## config.mk

```make
export PLATFORM = sky130hd
export DESIGN_NAME = port_pin_function_and_enable_control
export DESIGN_NICKNAME = d
export VERILOG_FILES = /design/src/rtl/pinctl_pkg.sv /design/src/rtl/enable_pin_ctl.sv /design/src/rtl/port_pin_function_and_enable_control.sv
export VERILOG_INCLUDE_DIRS = /design/src /design/src/rtl
export SDC_FILE = /design/constraint.sdc
export NUM_CORES = 1
export LEC_CHECK = 0
export BUFFER_PORTS_ARGS = -buffer_cell sky130_fd_sc_hd__buf_2
export CAP_MARGIN = 20
export CORE_MARGIN = 1.5
export CORE_UTILIZATION = 50
export CTS_CLUSTER_DIAMETER = 80
export DETAILED_ROUTE_END_ITERATION = 12
export PLACE_DENSITY = 0.75
export RECOVER_POWER = 50
export SETUP_SLACK_MARGIN = 0.5
export SYNTH_ARGS = -nofsm -noshare
export SYNTH_HDL_FRONTEND = slang
export SYNTH_SLANG_ARGS = --single-unit
```

## constraint.sdc

```tcl
create_clock -name core_clk -period 2.96 [get_ports core_clk]
set_clock_uncertainty 0.05 [all_clocks]
set_input_delay 0.296 -clock core_clk [delete_from_list [all_inputs] [get_ports core_clk]]
set_output_delay 0.296 -clock core_clk [all_outputs]
set_load 0.05 [all_outputs]
```

## src/rtl/pinctl_defs.svh

```systemverilog
// Widths, field positions and reset values for the port pin and enable control
`ifndef PINCTL_DEFS_SVH
`define PINCTL_DEFS_SVH

// ==================================================
// Port widths
`define PORT_W        4
`define PORT3_W       3
`define PIN_ALL_W     11

// ==================================================
// Bit positions inside the shared groups
`define A_SDA_BIT     3
`define A_SCL_BIT     2
`define A_SERIAL0_CLOCK_PIN_BIT    1
`define A_SO0_BIT     0
`define B_SI0_BIT     3
`define B_SERIAL1_CLOCK_PIN_BIT    2
`define B_SO1_BIT     1
`define B_SI1_BIT     0

// ==================================================
// Reset values
`define DIR_RST       4'h0
`define DATA_RST      4'h0
`define DIR3_RST      3'h0
`define DATA3_RST     3'h0

// ==================================================
// Enable pin delay counter
`define CE_DLY_W      4
`define CE_DLY_ZERO   4'h0
`define CE_DLY_ONE    4'h1

`endif

```

## src/rtl/pinctl_pkg.sv

```systemverilog
// Types shared by the port pin and enable control modules
`include "pinctl_defs.svh"

package pinctl_pkg;

   // ==================================================
   // Modes and selectors
   typedef enum logic [1:0] {S0_OFF, S0_TWO_WIRE, S0_THREE_WIRE} serial0_mode_e;
   typedef enum logic [1:0] {SEL_A, SEL_B, SEL_D} port_sel_e;
   typedef enum logic [1:0] {CE_IDLE, CE_WAIT_EDGE, CE_DELAY} ce_state_e;

   // ==================================================
   // Enable pin controller state
   typedef struct packed {
      logic                   sync1;
      logic                   sync2;
      logic                   prev;
      logic                   tmr_prev;
      ce_state_e              state;
      logic [`CE_DLY_W-1:0]   cnt;
      logic                   pll_en;
      logic                   ce_reset;
      logic                   ce_int;
   } ce_ctl_s;

   // ==================================================
   // Port block state
   typedef struct packed {
      logic [`PIN_ALL_W-1:0]  in1;
      logic [`PIN_ALL_W-1:0]  in2;
      logic [`PORT_W-1:0]     dir_a;
      logic [`PORT_W-1:0]     dir_b;
      logic [`PORT3_W-1:0]    dir_d;
      logic [`PORT_W-1:0]     dat_a;
      logic [`PORT_W-1:0]     dat_b;
      logic [`PORT3_W-1:0]    dat_d;
      logic [`PORT_W-1:0]     a_out;
      logic [`PORT_W-1:0]     a_oe;
      logic [`PORT_W-1:0]     b_out;
      logic [`PORT_W-1:0]     b_oe;
      logic [`PORT3_W-1:0]    d_out;
      logic [`PORT3_W-1:0]    d_oe;
   } port_s;

endpackage

```

## src/rtl/enable_pin_ctl.sv

```systemverilog
// Enable pin synchroniser, PLL gate, timer-aligned enable reset and falling-edge interrupt
`timescale 1ns/10ps
`include "pinctl_defs.svh"

module enable_pin_ctl
(
   input  wire logic                  core_clk,
   input  wire logic                  reset_n,
   input  wire logic                  clk_en,
   input  wire logic                  enable_pin,
   input  wire logic                  timer_pulse,
   input  wire logic                  pll_sw_enable,
   input  wire logic [`CE_DLY_W-1:0]  ce_reset_delay,
   output logic                       pll_enable,
   output logic                       ce_reset,
   output logic                       ce_int
);

   pinctl_pkg::ce_ctl_s cur_ff;
   pinctl_pkg::ce_ctl_s nxt_cur;

   always_comb
   begin
      nxt_cur          = cur_ff;
      nxt_cur.sync1    = enable_pin;
      nxt_cur.sync2    = cur_ff.sync1;
      nxt_cur.prev     = cur_ff.sync2;
      nxt_cur.tmr_prev = timer_pulse;
      nxt_cur.ce_reset = 1'b0;
      // PLL runs only with the pin high; software alone cannot keep it on
      nxt_cur.pll_en   = cur_ff.sync2 & pll_sw_enable;
      nxt_cur.ce_int   = cur_ff.prev & ~cur_ff.sync2;
      case (cur_ff.state)
         pinctl_pkg::CE_IDLE:
         begin
            if (cur_ff.sync2 && !cur_ff.prev)
            begin
               nxt_cur.state = pinctl_pkg::CE_WAIT_EDGE;
            end
         end
         pinctl_pkg::CE_WAIT_EDGE:
         begin
            if (!cur_ff.sync2)
            begin
               nxt_cur.state = pinctl_pkg::CE_IDLE;
            end
            else if (timer_pulse && !cur_ff.tmr_prev)
            begin
               if (ce_reset_delay == `CE_DLY_ZERO)
               begin
                  nxt_cur.ce_reset = 1'b1;
                  nxt_cur.state    = pinctl_pkg::CE_IDLE;
               end
               else
               begin
                  nxt_cur.cnt   = ce_reset_delay;
                  nxt_cur.state = pinctl_pkg::CE_DELAY;
               end
            end
         end
         pinctl_pkg::CE_DELAY:
         begin
            // Delay counts further timer edges so the reset stays timer aligned
            if (!cur_ff.sync2)
            begin
               nxt_cur.state = pinctl_pkg::CE_IDLE;
            end
            else if (timer_pulse && !cur_ff.tmr_prev)
            begin
               if (cur_ff.cnt == `CE_DLY_ONE)
               begin
                  nxt_cur.ce_reset = 1'b1;
                  nxt_cur.state    = pinctl_pkg::CE_IDLE;
               end
               nxt_cur.cnt = cur_ff.cnt - `CE_DLY_ONE;
            end
         end
         default:
         begin
            nxt_cur.state = pinctl_pkg::CE_IDLE;
         end
      endcase
   end

   always_ff @(posedge core_clk or negedge reset_n)
   begin
      if (!reset_n)
      begin
         cur_ff <= '0;
      end
      else if (clk_en)
      begin
         cur_ff <= nxt_cur;
      end
   end

   assign pll_enable = cur_ff.pll_en;
   assign ce_reset   = cur_ff.ce_reset;
   assign ce_int     = cur_ff.ce_int;

endmodule

```

## src/rtl/port_pin_function_and_enable_control.sv

```systemverilog
// Shared port pin muxing, general port direction and the enable pin controller
//
// Functional notes
// - Each shared group pin direction is set per bit by software.
// - Serial 0 two-wire mode puts open-drain data and clock on group A pins.
// - Serial 0 three-wire mode routes clock, data out, data in to pins.
// - Serial 1 three-wire mode routes clock, data out, data in to group B.
// - Enable pin high lets software run the PLL synthesizer.
// - Enable pin low forces the PLL synthesizer off.
// - Enable reset fires at next basic timer rising edge after pin rises.
// - Software can add further delay before the enable reset.
// - Falling edge on enable pin raises an interrupt.
// - reset_n returns all port pins to input; watchdog reset, with clock running, only pins without a serial function; enable reset none.
`timescale 1ns/10ps
`include "pinctl_defs.svh"

module port_pin_function_and_enable_control
(
   input  wire logic                   core_clk,
   input  wire logic                   reset_n,
   input  wire logic                   clk_en,
   input  wire logic                   watchdog_stack_reset,
   input  wire logic                   clock_stopped,
   // Software port writes
   input  wire pinctl_pkg::port_sel_e  port_sel,
   input  wire logic                   dir_we,
   input  wire logic                   data_we,
   input  wire logic [`PORT_W-1:0]     wdata,
   // Serial interface side
   input  wire pinctl_pkg::serial0_mode_e serial0_mode,
   input  wire logic                   serial1_enable,
   input  wire logic                   sda_drive_low,
   input  wire logic                   scl_drive_low,
   input  wire logic                   serial0_clock_out,
   input  wire logic                   serial0_clock_is_out,
   input  wire logic                   serial0_data_out,
   input  wire logic                   serial1_clock_out,
   input  wire logic                   serial1_clock_is_out,
   input  wire logic                   serial1_data_out,
   output logic                        sda_in,
   output logic                        scl_in,
   output logic                        serial0_clock_in,
   output logic                        serial0_data_in,
   output logic                        serial1_clock_in,
   output logic                        serial1_data_in,
   // Port read-back
   output logic [`PORT_W-1:0]          port_a_rd,
   output logic [`PORT_W-1:0]          port_b_rd,
   output logic [`PORT3_W-1:0]         port_d_rd,
   // Pins
   input  wire logic [`PORT_W-1:0]     shared_port_group_a_in,
   output logic [`PORT_W-1:0]          shared_port_group_a_out,
   output logic [`PORT_W-1:0]          shared_port_group_a_oe,
   input  wire logic [`PORT_W-1:0]     shared_port_group_b_in,
   output logic [`PORT_W-1:0]          shared_port_group_b_out,
   output logic [`PORT_W-1:0]          shared_port_group_b_oe,
   input  wire logic [`PORT3_W-1:0]    three_bit_port_in,
   output logic [`PORT3_W-1:0]         three_bit_port_out,
   output logic [`PORT3_W-1:0]         three_bit_port_oe,
   // Enable pin
   input  wire logic                   enable_pin,
   input  wire logic                   timer_pulse,
   input  wire logic                   pll_sw_enable,
   input  wire logic [`CE_DLY_W-1:0]   ce_reset_delay,
   output logic                        pll_enable,
   output logic                        ce_reset,
   output logic                        ce_int
);

   // All port state in one register; nxt_cur is its next value
   pinctl_pkg::port_s cur_ff;
   pinctl_pkg::port_s nxt_cur;

   // ==================================================
   // Enable pin controller
   // Its reset pulse only leaves the block; no port state clears on it
   enable_pin_ctl u_enable_pin_ctl
   (
      .core_clk       (core_clk),
      .reset_n        (reset_n),
      .clk_en         (clk_en),
      .enable_pin     (enable_pin),
      .timer_pulse    (timer_pulse),
      .pll_sw_enable  (pll_sw_enable),
      .ce_reset_delay (ce_reset_delay),
      .pll_enable     (pll_enable),
      .ce_reset       (ce_reset),
      .ce_int         (ce_int)
   );

   // ==================================================
   // Port state and pin mux
   always_comb
   begin
      nxt_cur     = cur_ff;

      // Pins are asynchronous: two flops before anything reads them
      nxt_cur.in1 = {three_bit_port_in, shared_port_group_b_in, shared_port_group_a_in};
      nxt_cur.in2 = cur_ff.in1;

      // Stopped clock holds everything except the input synchronisers
      if (!clock_stopped)
      begin
         // Reset beats a write in the same cycle; data is kept
         if (watchdog_stack_reset)
         begin
            nxt_cur.dir_a = `DIR_RST;
            nxt_cur.dir_b = `DIR_RST;
            nxt_cur.dir_d = `DIR3_RST;
         end
         else
         begin
            // One port per write; the select picks which
            if (dir_we && port_sel == pinctl_pkg::SEL_A)
            begin
               nxt_cur.dir_a = wdata;
            end
            else if (dir_we && port_sel == pinctl_pkg::SEL_B)
            begin
               nxt_cur.dir_b = wdata;
            end
            else if (dir_we && port_sel == pinctl_pkg::SEL_D)
            begin
               nxt_cur.dir_d = wdata[`PORT3_W-1:0];
            end

            // Data is stored for input pins too, ready for a later turn-round
            if (data_we && port_sel == pinctl_pkg::SEL_A)
            begin
               nxt_cur.dat_a = wdata;
            end
            else if (data_we && port_sel == pinctl_pkg::SEL_B)
            begin
               nxt_cur.dat_b = wdata;
            end
            else if (data_we && port_sel == pinctl_pkg::SEL_D)
            begin
               nxt_cur.dat_d = wdata[`PORT3_W-1:0];
            end
         end

         // General mode: push-pull, except A3/A2 which are open-drain
         nxt_cur.a_out = nxt_cur.dat_a;
         nxt_cur.a_oe  = nxt_cur.dir_a;
         nxt_cur.a_out[`A_SDA_BIT] = 1'b0;
         nxt_cur.a_out[`A_SCL_BIT] = 1'b0;
         nxt_cur.a_oe[`A_SDA_BIT]  = nxt_cur.dir_a[`A_SDA_BIT] & ~nxt_cur.dat_a[`A_SDA_BIT];
         nxt_cur.a_oe[`A_SCL_BIT]  = nxt_cur.dir_a[`A_SCL_BIT] & ~nxt_cur.dat_a[`A_SCL_BIT];
         nxt_cur.b_out = nxt_cur.dat_b;
         nxt_cur.b_oe  = nxt_cur.dir_b;
         nxt_cur.d_out = nxt_cur.dat_d;
         nxt_cur.d_oe  = nxt_cur.dir_d;

         // Serial functions override only their own pins
         if (serial0_mode == pinctl_pkg::S0_TWO_WIRE)
         begin
            // Only pull low; the bus resistor supplies the high level
            nxt_cur.a_oe[`A_SDA_BIT] = sda_drive_low;
            nxt_cur.a_oe[`A_SCL_BIT] = scl_drive_low;
         end
         else if (serial0_mode == pinctl_pkg::S0_THREE_WIRE)
         begin
            nxt_cur.a_out[`A_SERIAL0_CLOCK_PIN_BIT] = serial0_clock_out;
            nxt_cur.a_oe[`A_SERIAL0_CLOCK_PIN_BIT]  = serial0_clock_is_out;
            nxt_cur.a_out[`A_SO0_BIT]  = serial0_data_out;
            nxt_cur.a_oe[`A_SO0_BIT]   = 1'b1;
            // Serial 0 data input sits on group B
            nxt_cur.b_oe[`B_SI0_BIT]   = 1'b0;
         end

         // Serial 1 uses B2..B0 and leaves B3 to serial 0
         if (serial1_enable)
         begin
            nxt_cur.b_out[`B_SERIAL1_CLOCK_PIN_BIT] = serial1_clock_out;
            nxt_cur.b_oe[`B_SERIAL1_CLOCK_PIN_BIT]  = serial1_clock_is_out;
            nxt_cur.b_out[`B_SO1_BIT]  = serial1_data_out;
            nxt_cur.b_oe[`B_SO1_BIT]   = 1'b1;
            nxt_cur.b_oe[`B_SI1_BIT]   = 1'b0;
         end
      end
   end

   // ==================================================
   // State register
   // Enable reset is not wired here, so port state survives it
   always_ff @(posedge core_clk or negedge reset_n)
   begin
      if (!reset_n)
      begin
         cur_ff <= '0;
      end
      else if (clk_en)
      begin
         cur_ff <= nxt_cur;
      end
   end

   // ==================================================
   // Outputs
   // Drivers come straight from the register
   assign shared_port_group_a_out = cur_ff.a_out;
   assign shared_port_group_a_oe  = cur_ff.a_oe;
   assign shared_port_group_b_out = cur_ff.b_out;
   assign shared_port_group_b_oe  = cur_ff.b_oe;
   assign three_bit_port_out      = cur_ff.d_out;
   assign three_bit_port_oe       = cur_ff.d_oe;

   // ==================================================
   // Synchronised pin levels
   assign port_a_rd               = cur_ff.in2[`PORT_W-1:0];
   assign port_b_rd               = cur_ff.in2[2*`PORT_W-1:`PORT_W];
   assign port_d_rd               = cur_ff.in2[`PIN_ALL_W-1:2*`PORT_W];
   assign sda_in                  = cur_ff.in2[`A_SDA_BIT];
   assign scl_in                  = cur_ff.in2[`A_SCL_BIT];
   assign serial0_clock_in        = cur_ff.in2[`A_SERIAL0_CLOCK_PIN_BIT];
   assign serial0_data_in         = cur_ff.in2[`PORT_W+`B_SI0_BIT];
   assign serial1_clock_in        = cur_ff.in2[`PORT_W+`B_SERIAL1_CLOCK_PIN_BIT];
   assign serial1_data_in         = cur_ff.in2[`PORT_W+`B_SI1_BIT];

endmodule

```

==> out/qor.yml <==
grt_use_total_pct: 19.4
worstPathRequired_ns: 3.41
dp.cells: 432
die-area_mm2: 0.00741
antenna_found_initial: 1
grt_pass1_wl_mm: 11.1
maxSlewHeadroom_pct: -4.80
n_antenna_cell: 0
netlist_area_mm2: 0.00345
min_to: "cur_ff[61]"
ys_ff_latch: 69
clk_latency_ns: 0.34
routed_wl_mm: 6.77
nNetsFinal: 412
path_buf_inv: 3
cts_setup_buffers: 0
ys.flop_type: "dfrtp_1"
violations: "capacitance limit, slew limit"
vdd_drop_max_uv: 453
die_w_um: 86.1
dr_wl_met3_um: 449
h-tree-depth: 3
fmax_mhz: 496
hp-class: "in -> reg"
period_needed_ns: 2.02
cts_root_buf: "clkbuf_8"
utilization_pct: 58.3
drive_above_1_share_pct: 32.0
grt_max_degree: 39
setup_viol: 0
instances_no_fill: 449
grt_pass1_vias: 2325
core-area_mm2: 0.00672
vias_per_cell: 5.43
cts_buffers: 9
initial_utilization_pct: 51.4
wl_met2_mm: 3.27
wire_per_inst_um: 15.1
dr.pass1.iters: 4
r2r_slack_ns: 1.00
async_reset_ff_share_pct: 100
path_max_fanout: 29
setup_ws_ns: 0.944
power_mw: 2.98
drc: 0
synth-edff-count: 0
end_kind: "async pin"
critical_path_class: "in -> async"
worstRegToRegCells: 6
clk_pin_slew_ns: 0.07
synth_seq_area_share_pct: 50.0
slowest_stage: "clkbuf_1"
cts_resized: 0
post-dp-hpwl_mm: 4.78
num_rows: 30
rr_endpoint: "u_enable_pin_ctl.cur_ff[6]"
ys_warn_count: 0
clockBufferDepth: 2
slowest_delay_ns: 1.14
pwr_density_cell_mw_per_mm2: 762
cts_tree: "yes"
cts_hold_buffers: 1
holdPathStages: 2
portBuffers: 81
worstHoldStart: "shared_port_group_b_in[2]"
cap_violations: 1
cts.sinks: 69
cp-start-kind: "input pin"
num_vias: 2440
setup_tns_ns: 0
synth_cell_types: 40
areaGrowthSynthToFinish_pct: 13.4
ant_nets: 0
period_share_pct: 68.1
rsz0062_at_grt: "no"
drtIter0Drc: 110
path_cells: "dlygate4sd3_1 -> clkbuf_1 -> buf_4"
syn_avg_cell_area_um2: 11.2
topRoutingLayerUsed: "met5"
die_y_um: 86.1
crit_family: "buffers and inverters"
grt-ovfl-total: 0
postSynthCellCount: 308
wl_met1_mm: 2.98
pre_cts_slack_ns: 0.877
finalWeightedCongestion: 0.772
rr_startpoint: "u_enable_pin_ctl.cur_ff[7]"
worst_pin_slew_ns: 1.57
worst_ep_arrival_time_ns: 2.47
power_leakage_nw: 1.77
slew_viol_final: 30
io-pin-count: 84
hold_viol_final: 0
outcome: "finished with violations"
-- cell usage in the layout (no fill, tap or decap), types with 5 or more instances in the layout --
cell,count
nor2_1,10
a21oi_1,15
mux2i_1,14
buf_2,51
o31ai_1,6
a22oi_1,5
inv_1,10
mux2_2,41
ha_1,6
clkbuf_1,32
nand2_1,23
dfrtp_1,69
nor2b_1,6
o21ai_0,19
buf_4,6
clkbuf_8,10
-- flip-flops by register name, summed over array words and instances, names as in the netlist, 2 cells and up --
signal and count:
port_d_rd 3, shared_port_group_b_oe 4, shared_port_group_a_oe 4, port_b_rd 4, shared_port_group_a_out 2, u_enable_pin_ctl.cur_ff 10, three_bit_port_oe 3, shared_port_group_b_out 2
three_bit_port_out 3, cur_ff 27, port_a_rd 4
-- synth_stat cells, drive strengths merged, types with 2 or more instances --
master  instances  share of area [%]
or4             3               0.65
nor2           10                1.1
nand3           3               0.43
mux2           41                 13
nor3b           2               0.76
a41oi           2               0.51
nor3            2               0.29
o22ai           3               0.54
buf            37                7.6
nand2b          3               0.54
or3             2               0.36
nand2          23                2.5
nand3b          2               0.43
a22oi           5                1.1
a21oi          15                2.2
dfrtp          69                 50
inv            10                1.1
o21ai          19                2.8
o31ai           6                1.3
a21o            2               0.43
clkbuf          8               0.87
mux2i          14                4.1
ha              6                2.2
nor2b           6                1.1
o41ai           3               0.76
-- how the worst max path moves through the flow --
stage / cells past startpoint / to / slack, ns / from
after global routing: 3 / cur_ff[40] / 0.60 / reset_n
after floorplan: 7 / u_enable_pin_ctl.cur_ff[6] / 1.04 / u_enable_pin_ctl.cur_ff[7]
after CTS: 6 / u_enable_pin_ctl.cur_ff[6] / 1.00 / u_enable_pin_ctl.cur_ff[7]
final: 3 / port_a_rd[0] / 0.94 / reset_n
after global placement: 6 / shared_port_group_a_oe[3] / 0.87 / watchdog_stack_reset
after detailed placement: 6 / shared_port_group_a_oe[3] / 0.88 / watchdog_stack_reset
-- metal layers --
layer | global-route usage (%) | vias to the layer above
met3 | 7.12 | 9
li1 | - | 1161
met4 | 4.84 | 2
met2 | 32.1 | 81
met1 | 24.2 | 1187
met5 | 0 | -
-- through the flow --
step	cell area, µm²	hold WS (ns)
final	3920	0.132
after global routing	3920	0.115
after CTS	3960	0.117
after detailed placement	3720	0.316
after global placement	3720	0.318
after floorplan	3460	-0.0496
-- kinds of logic after synthesis --
| kind of cell | Yosys count | synth area share (%) |
|---|---|---|
| and+or+nand+nor | 62 | 9.86 |
| DFF | 69 | 50.0 |
| muxes | 55 | 17.4 |
| AOI/OAI and AO/OA | 59 | 10.6 |
| buffers and inverters | 55 | 9.60 |
| adders and majority gates | 6 | 2.17 |
| other | 1 | 0.109 |
| xor gates and xnor gates | 1 | 0.254 |
-- report_power, final --
group	internal [mW]	switching (mW)	total (mW)	leakage [nW]
logic	0.290	0.628	0.918	0.820
registers	1.11	0.106	1.21	0.847
clock network	0.499	0.354	0.853	0.106
-- worst reg2reg max path: stages, from the launching register on --
cell and delay [ns]:
dfrtp_1 0.38, inv_1 0.13, ha_1 0.36, nor2_1 0.10, or2_2 0.32, nand3_1 0.16
mux2_2 0.34
-- area by class of cell --
class / count / area [µm²]
Inverter: 10 / 37.5
Fill cell: 591 / 2800
Clock buffer: 11 / 141
Clock inverter: 5 / 83.8
Multi-Input combinational cell: 185 / 1400
Timing Repair Buffer: 89 / 427
Tap cell: 80 / 100
Sequential cell: 69 / 1730
No activity file was read; power rests on OpenSTA's default activity.
